$ cat src/rtl/acsl_pkg.sv
// Constants for the accumulator and stack load unit
// Functional notes
// - A manipulation leaves its result in the accumulator, replacing the old value.
// - 32-bit manipulations take two consecutive words or an eight-digit constant.
// - First load in a scan only writes; later loads push the accumulator first.
// - A store after a load cancels the push of the next load.
// - Every push moves all stack entries down one level before the new top.
// - The stack holds eight levels of 32 bits.
// - A push with the eighth level occupied discards that value for good.
// - A pull drops the accumulator, moves the top into it, shifts entries up.
// - A pointer operand is a hex word address; the operand is fetched from there.
// - Word load puts a word or constant in bits 15:0 and clears bits 31:16.
// - Any load that puts zero in the accumulator sets the load-zero flag.
// - Double-word load fills all 32 bits from two words or a constant.
// - Bit-field load copies 1 to 32 consecutive bits from a bit address.
// - Bit-field load clears every accumulator bit above the count.
// - Address-conversion load turns an octal operand into its 16-bit binary value.
// - Indexed word load reads source address plus stack top into bits 15:0.
// - Indexed constant load picks a constant in a labelled area by the stack top.
// - The 32-bit accumulator is cleared at the end of every scan.
// - A word store copies accumulator bits 15:0 to the addressed word.
package acsl_pkg;
  // ----------------------------------------
  // Widths and sizes
  // ----------------------------------------
  localparam int ACSL_ACC_W = 32;
  localparam int ACSL_WORD_W = 16;
  localparam int ACSL_DEPTH = 8;
  localparam int ACSL_LVL_W = 4;
  localparam int ACSL_CNT_W = 6;
  localparam int ACSL_OCT_DIGITS = 6;
  localparam logic [5:0] ACSL_BITS_MIN = 6'h01;
  localparam logic [5:0] ACSL_BITS_MAX = 6'h20;
  localparam logic [31:0] ACSL_ACC_RST = 32'h0000_0000;
  localparam logic [15:0] ACSL_ADDR_STEP = 16'h0001;
  // ----------------------------------------
  // Instruction codes
  // ----------------------------------------
  localparam logic [3:0] ACSL_OP_LOAD_WORD = 4'h0;
  localparam logic [3:0] ACSL_OP_LOAD_DOUBLE_WORD = 4'h1;
  localparam logic [3:0] ACSL_OP_LOAD_BIT_FIELD = 4'h2;
  localparam logic [3:0] ACSL_OP_LOAD_ADDRESS_CONVERSION = 4'h3;
  localparam logic [3:0] ACSL_OP_LOAD_INDEXED_WORD = 4'h4;
  localparam logic [3:0] ACSL_OP_LOAD_INDEXED_CONSTANT = 4'h5;
  localparam logic [3:0] ACSL_OP_STORE_WORD = 4'h6;
  localparam logic [3:0] ACSL_OP_PULL = 4'h7;
  localparam logic [3:0] ACSL_OP_AND_DOUBLE = 4'h8;
  localparam logic [3:0] ACSL_OP_SHIFT_RIGHT = 4'h9;
  // ----------------------------------------
  // Memory spaces
  // ----------------------------------------
  localparam logic ACSL_SPACE_DATA = 1'b0;
  localparam logic ACSL_SPACE_CONST = 1'b1;
endpackage

$ cat src/rtl/acsl_stack.sv
// Push-down accumulator stack held in flip-flops
module acsl_stack
  import acsl_pkg::*;
#(
  parameter int DEPTH = ACSL_DEPTH,
  parameter int WIDTH = ACSL_ACC_W
) (
  input wire logic clk,
  input wire logic rst_n,
  input wire logic push,
  input wire logic pull,
  input wire logic [WIDTH-1:0] din,
  output logic [WIDTH-1:0] top,
  output logic [ACSL_LVL_W-1:0] levels
);
  // ----------------------------------------
  // Storage
  // ----------------------------------------
  logic [WIDTH-1:0] entry_q [DEPTH];
  logic [ACSL_LVL_W-1:0] lvl_q;
  logic full;

  assign full = (lvl_q == ACSL_LVL_W'(DEPTH));
  assign top = entry_q[0];
  assign levels = lvl_q;

  // Whole stack moves in one edge, so no half-shifted state is visible
  always_ff @(posedge clk) begin
    if (!rst_n) begin
      for (int i = 0; i < DEPTH; i++) begin
        entry_q[i] <= '0;
      end
      lvl_q <= '0;
    end else if (push) begin
      entry_q[0] <= din;
      for (int i = 1; i < DEPTH; i++) begin
        entry_q[i] <= entry_q[i-1];
      end
      if (!full) begin
        lvl_q <= lvl_q + ACSL_LVL_W'(1);
      end
    end else if (pull) begin
      for (int i = 0; i < DEPTH - 1; i++) begin
        entry_q[i] <= entry_q[i+1];
      end
      entry_q[DEPTH-1] <= '0;
      if (lvl_q != '0) begin
        lvl_q <= lvl_q - ACSL_LVL_W'(1);
      end
    end
  end

  AST_PUSH_SHIFTS: assert property (@(posedge clk) disable iff (!rst_n)
    push |=> (entry_q[1] == $past(entry_q[0])) && (entry_q[0] == $past(din)))
    else $error("push did not shift stack down");
  AST_FULL_DISCARD: assert property (@(posedge clk) disable iff (!rst_n)
    (push && full) |=> (lvl_q == ACSL_LVL_W'(DEPTH)) &&
      (entry_q[DEPTH-1] == $past(entry_q[DEPTH-2])))
    else $error("full stack level count changed on push");
endmodule

$ cat src/rtl/acsl_unit.sv
// Accumulator, stack and load sequencer of the controller CPU
module acsl_unit
  import acsl_pkg::*;
(
  input wire logic SYS_CLK,
  input wire logic RST_N,
  input wire logic INSTR_VALID,
  output logic INSTR_READY,
  input wire logic [3:0] INSTR_OP,
  input wire logic [31:0] INSTR_OPERAND,
  input wire logic INSTR_IS_CONST,
  input wire logic INSTR_IS_PTR,
  input wire logic [5:0] INSTR_COUNT,
  output logic INSTR_DONE,
  input wire logic SCAN_END,
  output logic MEM_RD,
  output logic MEM_WR,
  output logic MEM_SPACE,
  output logic [15:0] MEM_ADDR,
  output logic [15:0] MEM_WDATA,
  input wire logic [15:0] MEM_RDATA,
  input wire logic MEM_RVALID,
  output logic BIT_RD,
  output logic [15:0] BIT_ADDR,
  input wire logic BIT_RDATA,
  input wire logic BIT_RVALID,
  output logic [31:0] ACC,
  output logic [31:0] STACK_TOP,
  output logic [3:0] STACK_LEVELS,
  output logic LOAD_ZERO_FLAG
);
  // ----------------------------------------
  // Types and helpers
  // ----------------------------------------
  typedef enum logic [2:0] {
    ACSL_IDLE, ACSL_PTR, ACSL_LO, ACSL_HI, ACSL_BITS, ACSL_WR, ACSL_EXEC
  } acsl_state_t;

  function automatic logic is_load(input logic [3:0] op);
    return (op == ACSL_OP_LOAD_WORD) || (op == ACSL_OP_LOAD_DOUBLE_WORD) ||
           (op == ACSL_OP_LOAD_BIT_FIELD) || (op == ACSL_OP_LOAD_ADDRESS_CONVERSION) ||
           (op == ACSL_OP_LOAD_INDEXED_WORD) || (op == ACSL_OP_LOAD_INDEXED_CONSTANT);
  endfunction

  // Octal digits arrive one per nibble; the top bit of each nibble is ignored
  function automatic logic [15:0] oct_to_bin(input logic [23:0] digits);
    logic [17:0] r;
    r = '0;
    for (int i = 0; i < ACSL_OCT_DIGITS; i++) begin
      r[3*i +: 3] = digits[4*i +: 3];
    end
    return r[15:0];
  endfunction

  function automatic logic [5:0] clamp_count(input logic [5:0] c);
    if (c < ACSL_BITS_MIN) begin
      return ACSL_BITS_MIN;
    end
    if (c > ACSL_BITS_MAX) begin
      return ACSL_BITS_MAX;
    end
    return c;
  endfunction

  // ----------------------------------------
  // State
  // ----------------------------------------
  acsl_state_t state_q, state_d;
  logic [3:0] op_q;
  logic dbl_q;
  logic [15:0] addr_q, addr_d;
  logic [15:0] lo_q, hi_q;
  logic [31:0] field_q;
  logic [5:0] cnt_q, idx_q;
  logic [31:0] acc_q;
  logic push_arm_q;
  logic zero_q;
  logic space_q;
  logic done_q;

  // ----------------------------------------
  // Decode
  // ----------------------------------------
  logic accept, in_exec, exec_load, exec_pull, stk_push, stk_pull;
  logic op_dbl, op_idx, needs_ptr, bit_last;
  logic [15:0] index_val, oct_val;
  logic [31:0] stack_top, load_val, result;
  logic [3:0] stack_levels;

  assign accept = (state_q == ACSL_IDLE) && INSTR_VALID;
  assign in_exec = (state_q == ACSL_EXEC);
  assign exec_load = in_exec && is_load(op_q);
  assign exec_pull = in_exec && (op_q == ACSL_OP_PULL);
  assign stk_push = exec_load && push_arm_q;
  assign stk_pull = exec_pull;
  assign op_dbl = (INSTR_OP == ACSL_OP_LOAD_DOUBLE_WORD) || (INSTR_OP == ACSL_OP_AND_DOUBLE);
  assign op_idx = (INSTR_OP == ACSL_OP_LOAD_INDEXED_WORD) ||
                  (INSTR_OP == ACSL_OP_LOAD_INDEXED_CONSTANT);
  assign needs_ptr = INSTR_IS_PTR && !op_idx;
  // Offset sits in the accumulator until this load's own push moves it to the top
  assign index_val = push_arm_q ? acc_q[15:0] : stack_top[15:0];
  assign oct_val = oct_to_bin(INSTR_OPERAND[23:0]);
  assign bit_last = (idx_q == cnt_q - 6'h01);

  assign load_val = (op_q == ACSL_OP_LOAD_BIT_FIELD) ? field_q :
                    (op_q == ACSL_OP_LOAD_DOUBLE_WORD) ? {hi_q, lo_q} :
                    {16'h0000, lo_q};

  assign result = (op_q == ACSL_OP_AND_DOUBLE) ? (acc_q & {hi_q, lo_q}) :
                  (op_q == ACSL_OP_SHIFT_RIGHT) ? (acc_q >> cnt_q) :
                  (op_q == ACSL_OP_PULL) ? stack_top : load_val;

  // ----------------------------------------
  // Sequencer
  // ----------------------------------------
  always_comb begin
    state_d = state_q;
    addr_d = addr_q;
    unique case (state_q)
      ACSL_IDLE: begin
        if (INSTR_VALID) begin
          addr_d = op_idx ? (INSTR_OPERAND[15:0] + index_val) : INSTR_OPERAND[15:0];
          if (INSTR_OP == ACSL_OP_STORE_WORD) begin
            state_d = needs_ptr ? ACSL_PTR : ACSL_WR;
          end else if (INSTR_OP == ACSL_OP_LOAD_BIT_FIELD) begin
            state_d = ACSL_BITS;
          end else if (op_idx) begin
            state_d = ACSL_LO;
          end else if (INSTR_IS_CONST || (INSTR_OP == ACSL_OP_PULL) ||
                       (INSTR_OP == ACSL_OP_SHIFT_RIGHT) ||
                       (INSTR_OP == ACSL_OP_LOAD_ADDRESS_CONVERSION)) begin
            state_d = ACSL_EXEC;
          end else begin
            state_d = needs_ptr ? ACSL_PTR : ACSL_LO;
          end
        end
      end
      ACSL_PTR: begin
        if (MEM_RVALID) begin
          addr_d = MEM_RDATA;
          state_d = (op_q == ACSL_OP_STORE_WORD) ? ACSL_WR : ACSL_LO;
        end
      end
      ACSL_LO: begin
        if (MEM_RVALID) begin
          addr_d = addr_q + ACSL_ADDR_STEP;
          state_d = dbl_q ? ACSL_HI : ACSL_EXEC;
        end
      end
      ACSL_HI: begin
        if (MEM_RVALID) begin
          state_d = ACSL_EXEC;
        end
      end
      ACSL_BITS: begin
        if (BIT_RVALID) begin
          addr_d = addr_q + ACSL_ADDR_STEP;
          state_d = bit_last ? ACSL_EXEC : ACSL_BITS;
        end
      end
      ACSL_WR: state_d = ACSL_IDLE;
      ACSL_EXEC: state_d = ACSL_IDLE;
      default: state_d = ACSL_IDLE;
    endcase
  end

  always_ff @(posedge SYS_CLK) begin
    if (!RST_N) begin
      state_q <= ACSL_IDLE;
      addr_q <= '0;
    end else begin
      state_q <= state_d;
      addr_q <= addr_d;
    end
  end

  // ----------------------------------------
  // Operand capture
  // ----------------------------------------
  always_ff @(posedge SYS_CLK) begin
    if (!RST_N) begin
      op_q <= ACSL_OP_LOAD_WORD;
      dbl_q <= 1'b0;
      space_q <= ACSL_SPACE_DATA;
      cnt_q <= ACSL_BITS_MIN;
    end else if (accept) begin
      op_q <= INSTR_OP;
      dbl_q <= op_dbl;
      space_q <= (INSTR_OP == ACSL_OP_LOAD_INDEXED_CONSTANT) ? ACSL_SPACE_CONST
                                                              : ACSL_SPACE_DATA;
      cnt_q <= (INSTR_OP == ACSL_OP_SHIFT_RIGHT) ? INSTR_COUNT : clamp_count(INSTR_COUNT);
    end
  end

  always_ff @(posedge SYS_CLK) begin
    if (!RST_N) begin
      lo_q <= '0;
      hi_q <= '0;
    end else if (accept) begin
      lo_q <= (INSTR_OP == ACSL_OP_LOAD_ADDRESS_CONVERSION) ? oct_val : INSTR_OPERAND[15:0];
      hi_q <= INSTR_OPERAND[31:16];
    end else if (MEM_RVALID && (state_q == ACSL_LO)) begin
      lo_q <= MEM_RDATA;
    end else if (MEM_RVALID && (state_q == ACSL_HI)) begin
      hi_q <= MEM_RDATA;
    end
  end

  // Field starts cleared so bits above the count stay zero
  always_ff @(posedge SYS_CLK) begin
    if (!RST_N || accept) begin
      field_q <= '0;
      idx_q <= '0;
    end else if (BIT_RVALID && (state_q == ACSL_BITS)) begin
      field_q[idx_q[4:0]] <= BIT_RDATA;
      idx_q <= idx_q + 6'h01;
    end
  end

  // ----------------------------------------
  // Accumulator and flags
  // ----------------------------------------
  // Scan end wins over a step finishing in the same cycle
  always_ff @(posedge SYS_CLK) begin
    if (!RST_N) begin
      acc_q <= ACSL_ACC_RST;
      push_arm_q <= 1'b0;
    end else if (SCAN_END) begin
      acc_q <= ACSL_ACC_RST;
      push_arm_q <= 1'b0;
    end else if (in_exec) begin
      acc_q <= result;
      if (is_load(op_q)) begin
        push_arm_q <= 1'b1;
      end
    end else if (state_q == ACSL_WR) begin
      push_arm_q <= 1'b0;
    end
  end

  always_ff @(posedge SYS_CLK) begin
    if (!RST_N) begin
      zero_q <= 1'b0;
      done_q <= 1'b0;
    end else begin
      done_q <= in_exec || (state_q == ACSL_WR);
      if (exec_load) begin
        zero_q <= (load_val == 32'h0000_0000);
      end
    end
  end

  acsl_stack #(
    .DEPTH(ACSL_DEPTH),
    .WIDTH(ACSL_ACC_W)
  ) acsl_stack_inst (
    .clk(SYS_CLK),
    .rst_n(RST_N),
    .push(stk_push),
    .pull(stk_pull),
    .din(acc_q),
    .top(stack_top),
    .levels(stack_levels)
  );

  // ----------------------------------------
  // Outputs
  // ----------------------------------------
  assign INSTR_READY = (state_q == ACSL_IDLE);
  assign INSTR_DONE = done_q;
  assign MEM_RD = (state_q == ACSL_PTR) || (state_q == ACSL_LO) || (state_q == ACSL_HI);
  assign MEM_WR = (state_q == ACSL_WR);
  assign MEM_SPACE = space_q;
  assign MEM_ADDR = addr_q;
  assign MEM_WDATA = acc_q[15:0];
  assign BIT_RD = (state_q == ACSL_BITS);
  assign BIT_ADDR = addr_q;
  assign ACC = acc_q;
  assign STACK_TOP = stack_top;
  assign STACK_LEVELS = stack_levels;
  assign LOAD_ZERO_FLAG = zero_q;

  // ----------------------------------------
  // Checks
  // ----------------------------------------
  AST_WORD_UPPER_CLEAR: assert property (
    @(posedge SYS_CLK) disable iff (!RST_N)
    (exec_load && !SCAN_END && (op_q == ACSL_OP_LOAD_WORD))
      |=> (ACC == {16'h0000, $past(lo_q)}))
    else $error("word load did not land in low half");

  AST_SECOND_LOAD_PUSHES: assert property (
    @(posedge SYS_CLK) disable iff (!RST_N)
    (exec_load && push_arm_q) |=> (STACK_TOP == $past(acc_q)))
    else $error("later load did not push the accumulator");

  AST_FIRST_LOAD_NO_PUSH: assert property (
    @(posedge SYS_CLK) disable iff (!RST_N)
    (exec_load && !push_arm_q) |=> $stable(STACK_LEVELS) && $stable(STACK_TOP))
    else $error("first load touched the stack");

  AST_STORE_CANCELS: assert property (
    @(posedge SYS_CLK) disable iff (!RST_N)
    MEM_WR ##1 (INSTR_READY && INSTR_VALID && is_load(INSTR_OP) && !INSTR_IS_PTR &&
               INSTR_IS_CONST && (INSTR_OP != ACSL_OP_LOAD_BIT_FIELD) && !op_idx)
      ##1 1'b1 |=> $stable(STACK_LEVELS))
    else $error("load after a store still pushed");

  AST_ZERO_FLAG: assert property (
    @(posedge SYS_CLK) disable iff (!RST_N)
    (exec_load && !SCAN_END) |=> (LOAD_ZERO_FLAG == (ACC == 32'h0000_0000)))
    else $error("load-zero flag disagrees with loaded value");

  AST_DOUBLE_FULL: assert property (
    @(posedge SYS_CLK) disable iff (!RST_N)
    (exec_load && !SCAN_END && (op_q == ACSL_OP_LOAD_DOUBLE_WORD))
      |=> (ACC == {$past(hi_q), $past(lo_q)}))
    else $error("double load did not fill 32 bits");

  AST_FIELD_UPPER_ZERO: assert property (
    @(posedge SYS_CLK) disable iff (!RST_N)
    (exec_load && !SCAN_END && (op_q == ACSL_OP_LOAD_BIT_FIELD))
      |=> ((ACC >> $past(cnt_q)) == 32'h0000_0000))
    else $error("bit-field load left bits above count");

  AST_PULL_TOP: assert property (
    @(posedge SYS_CLK) disable iff (!RST_N)
    (exec_pull && !SCAN_END) |=> (ACC == $past(stack_top)))
    else $error("pull did not move stack top into accumulator");

  AST_SCAN_CLEAR: assert property (
    @(posedge SYS_CLK) disable iff (!RST_N)
    SCAN_END |=> (ACC == ACSL_ACC_RST) && !push_arm_q)
    else $error("scan end did not clear accumulator");

  AST_POINTER_FOLLOW: assert property (
    @(posedge SYS_CLK) disable iff (!RST_N)
    ((state_q == ACSL_PTR) && MEM_RVALID) |=> (MEM_ADDR == $past(MEM_RDATA)) &&
      (MEM_RD == (op_q != ACSL_OP_STORE_WORD)) && (MEM_WR == (op_q == ACSL_OP_STORE_WORD)))
    else $error("pointer word not used as address");
endmodule

$ cat config.mk
export PLATFORM = sky130hd
export DESIGN_NAME = acsl_unit
export DESIGN_NICKNAME = d
export VERILOG_FILES = /design/src/rtl/acsl_pkg.sv /design/src/rtl/acsl_stack.sv /design/src/rtl/acsl_unit.sv
export SDC_FILE = /design/constraint.sdc
export NUM_CORES = 1
export LEC_CHECK = 0
export ABC_AREA = 1
export ABC_CLOCK_PERIOD_IN_PS = 6500
export BUFFER_PORTS_ARGS = -buffer_cell sky130_fd_sc_hd__buf_2
export CORE_AREA = 4 4 148 257
export CTS_CLUSTER_SIZE = 16
export DETAILED_ROUTE_END_ITERATION = 6
export DIE_AREA = 0 0 152 261
export PLACE_DENSITY_LB_ADDON = 0.05
export SLEW_MARGIN = 30
export SYNTH_ARGS = -nofsm -noshare
export SYNTH_HDL_FRONTEND = slang
export SYNTH_SLANG_ARGS = --single-unit
$ cat constraint.sdc
create_clock -name SYS_CLK -period 6.5 [get_ports SYS_CLK]
set_input_delay 0.325 -clock SYS_CLK [delete_from_list [all_inputs] [get_ports SYS_CLK]]
set_output_delay 0.325 -clock SYS_CLK [all_outputs]
set_load 0.02 [all_outputs]
==> metrics.csv <==
metric;value;unit
period_share;62.7;%
io_buffers;189;
synth.avg_cell_area;7.83;sq um
power_density;304;mW/mm^2
cts.sinks;396;
criticalPathCategory;flip-flop to flip-flop;
core;0.0359;sq mm
rows;92;
drc;0;
num_antenna_cells;0;
hpwl;51800;um
hold_viol_final;0;
worst_path_largest_cell_delay;0.70;ns
die_w;152;um
multiInputGateArea;0.00878;sq mm
crit_cells;8;
numCtsBuffers;38;
cp.required;6.69;ns
status;finished, final reports clean;
cap_violations;0;
hold_class;primary input to flip-flop;
synth.area.top_cells;edfxtp_1 (31%), dfxtp_1 (16%), nand2_1 (8.9%);
gp_congestion;1.02;
clockRootBuffer;clkbuf_16;
wire_per_inst;21.5;um
hold_buffers;0;
cp-start-kind;flip-flop;
clock_latency;0.54;ns
crit_family;simple AND/OR/NAND/NOR gates;
hold_start;INSTR_OPERAND[23];
peakVddDrop;0.232;mV
design_area;0.0233;sq mm
first_iter_violations;1930;
track_usage;34.0;%
synthCells;2735;
crit_fanout;66;
yosys-top-cells-count;nand2_1 (507), inv_1 (368), nand3_1 (261);
setup_slack;2.42;ns
final-setup-viol-count;0;
ys_warn_count;0;
cts_max_level;2;
post_cts_buffers;0;
hold_end;hi_q[7]$_SDFFE_PN0P_;
post_cts_resized;0;
path_cells;inv_2 > nor3_4 > inv_2 > nor2_1 > nor2_4 > buf_4 > nand2_4 > buf_4;
r2r_end;acsl_stack_inst.entry_q[0][93]$_SDFFCE_PN0P_;
yosys.area.top_type_share;31.4;%
nets;2868;
rsz0062_at_grt;false;
cts_tree;built;
place_area;0.0221;sq mm
grt_max_degree;134;
io_pins;190;
maxSlewViolCount;0;
cp-end-kind;flip-flop;
seq_area_frac_synth;47.5;%
synth-seq-cells;396;
power_frac_clock;31.2;%
finalNonFillerCells;3274;
dp_slack;2.47;ns
cpMaxStageDelayCell;nand2_4;
clockBufferDepth;3;
first_pass_iters;7;
drive_gt1_share;11.0;%
arrival;4.26;ns
whs_path_depth;3;
slew_headroom;37.1;%
combPwrFrac;26.0;%
worst_hold_slack;0.0340;ns
drt_wl_total;70400;um
p_leak;9.64;nW
fin_util;65.0;%
ant_nets;0;
reg2regPathDepth;8;
clk_pin_slew;0.07;ns
synth-async-reset-ratio;0;%
reg2reg_slack;2.42;ns
grt_pass1_wl;107000;um
antenna_found_initial;0;
first_global_vias;18900;
synthDistinctLibCells;45;
swShare;35.6;%
switchingPower;2.53;mW
placed_cells;3205;
fin_setup_tns;0;ns
syn_nets;2828;
cp_num_buf_inv;4;
fillers;3162;
area_growth;8.95;%
period_needed;4.08;ns
synth-edff-count;224;
sequentialPowerShare;42.8;%
yosysMostFrequentCell;nand2_1;
ff_latch_area;0.0102;sq mm
initial_core_util;59.7;%
design_power_total;7.10;mW
fp.dieArea;0.0397;sq mm
fp.dieH;261;um
viasPerCell;6.12;
power.internal;4.57;mW
worstMarginPinSlew;0.938;ns
synthFlopType;edfxtp_1;
grt-ovfl-total;0;
r2r-start;state_q[2]$_SDFFE_PN0P_;
max_freq;245;MHz
syn_area;0.0214;sq mm
via_count;20000;
clock_skew;0.0165;ns
synth_top_area_cell;edfxtp_1;
## how the worst max path moves through the flow
| stage | from | end | slack [ns] |
|---|---|---|---|
| after floorplan | state_q[2]$_SDFFE_PN0P_ | acsl_stack_inst.entry_q[0][0]$_DFFE_PP_ | 2.67 |
| after global placement | state_q[2]$_SDFFE_PN0P_ | acsl_stack_inst.entry_q[0][24]$_DFFE_PP_ | 2.58 |
| after detailed placement | state_q[2]$_SDFFE_PN0P_ | acsl_stack_inst.entry_q[0][216]$_DFFE_PP_ | 2.47 |
| after CTS | state_q[2]$_SDFFE_PN0P_ | acsl_stack_inst.entry_q[0][215]$_DFFE_PP_ | 2.46 |
| after global routing | state_q[2]$_SDFFE_PN0P_ | acsl_stack_inst.entry_q[0][125]$_SDFFCE_PN0P_ | 2.18 |
| final | state_q[2]$_SDFFE_PN0P_ | acsl_stack_inst.entry_q[0][93]$_SDFFCE_PN0P_ | 2.42 |
## registers in the layout, indices dropped and copies added (netlist names), 3 cells and up
signal                   cells
idx_q                        6
state_q                      3
op_q                         4
BIT_ADDR                    16
ACC                         32
hi_q                        16
acsl_stack_inst.entry_q    256
lo_q                        16
cnt_q                        6
field_q                     32
acsl_stack_inst.levels       4
## cells in the final DEF, fill, tap and decap left out, drive strengths merged, types with 52 or more instances in the layout
cell / count
o21ai: 285
nand3: 261
nor3: 52
buf: 214
nand2: 507
inv: 378
dfxtp: 172
o22ai: 160
edfxtp: 224
a21oi: 186
nor2: 133
## worst reg2reg max path, delay by kind of cell, from the launching register on
kind	cells	cell delay (ns)
AND/OR/NAND/NOR	4	1.88
buffers and inverters	4	1.38
flip-flops	1	0.44
## logic make-up (layout without fill, tap and decap cells)
group	count (synthesis)	in the layout	synth area share (%)
simple gates	978	978	19.6
fa+ha+maj	26	26	1.59
compound gates	728	728	18.9
flops	396	396	47.5
xor+xnor	15	15	0.677
buf+inv	592	661	11.8
## per-layer routing
layer	global-route usage (%)	up-vias	share of wire (%)
met5	0	-	0
met4	23.4	0	8.1
met3	4.70	254	7.4
met2	58.5	1007	49
met1	39.5	9384	36
li1	-	9391	-
## layout make-up
class                           instances  area share, %
Multi-Input combinational cell       1747           37.6
Tap cell                              470           2.52
Clock buffer                           49           4.56
Sequential cell                       396           43.6
Clock inverter                         20          0.670
Inverter                              378           6.10
Timing Repair Buffer                  214           4.96
## power by group through the flow
stage               registers [mW]  logic [mW]  clock network [mW]
floorplan                     3.07        1.29                   0
global placement              3.08        1.79                   0
detailed placement            3.08        1.81                   0
CTS                           3.03        1.82                2.24
global route                  3.05        2.02                2.34
finish                        3.04        1.85                2.22
Note: power is estimated with default switching activity, not from simulation.
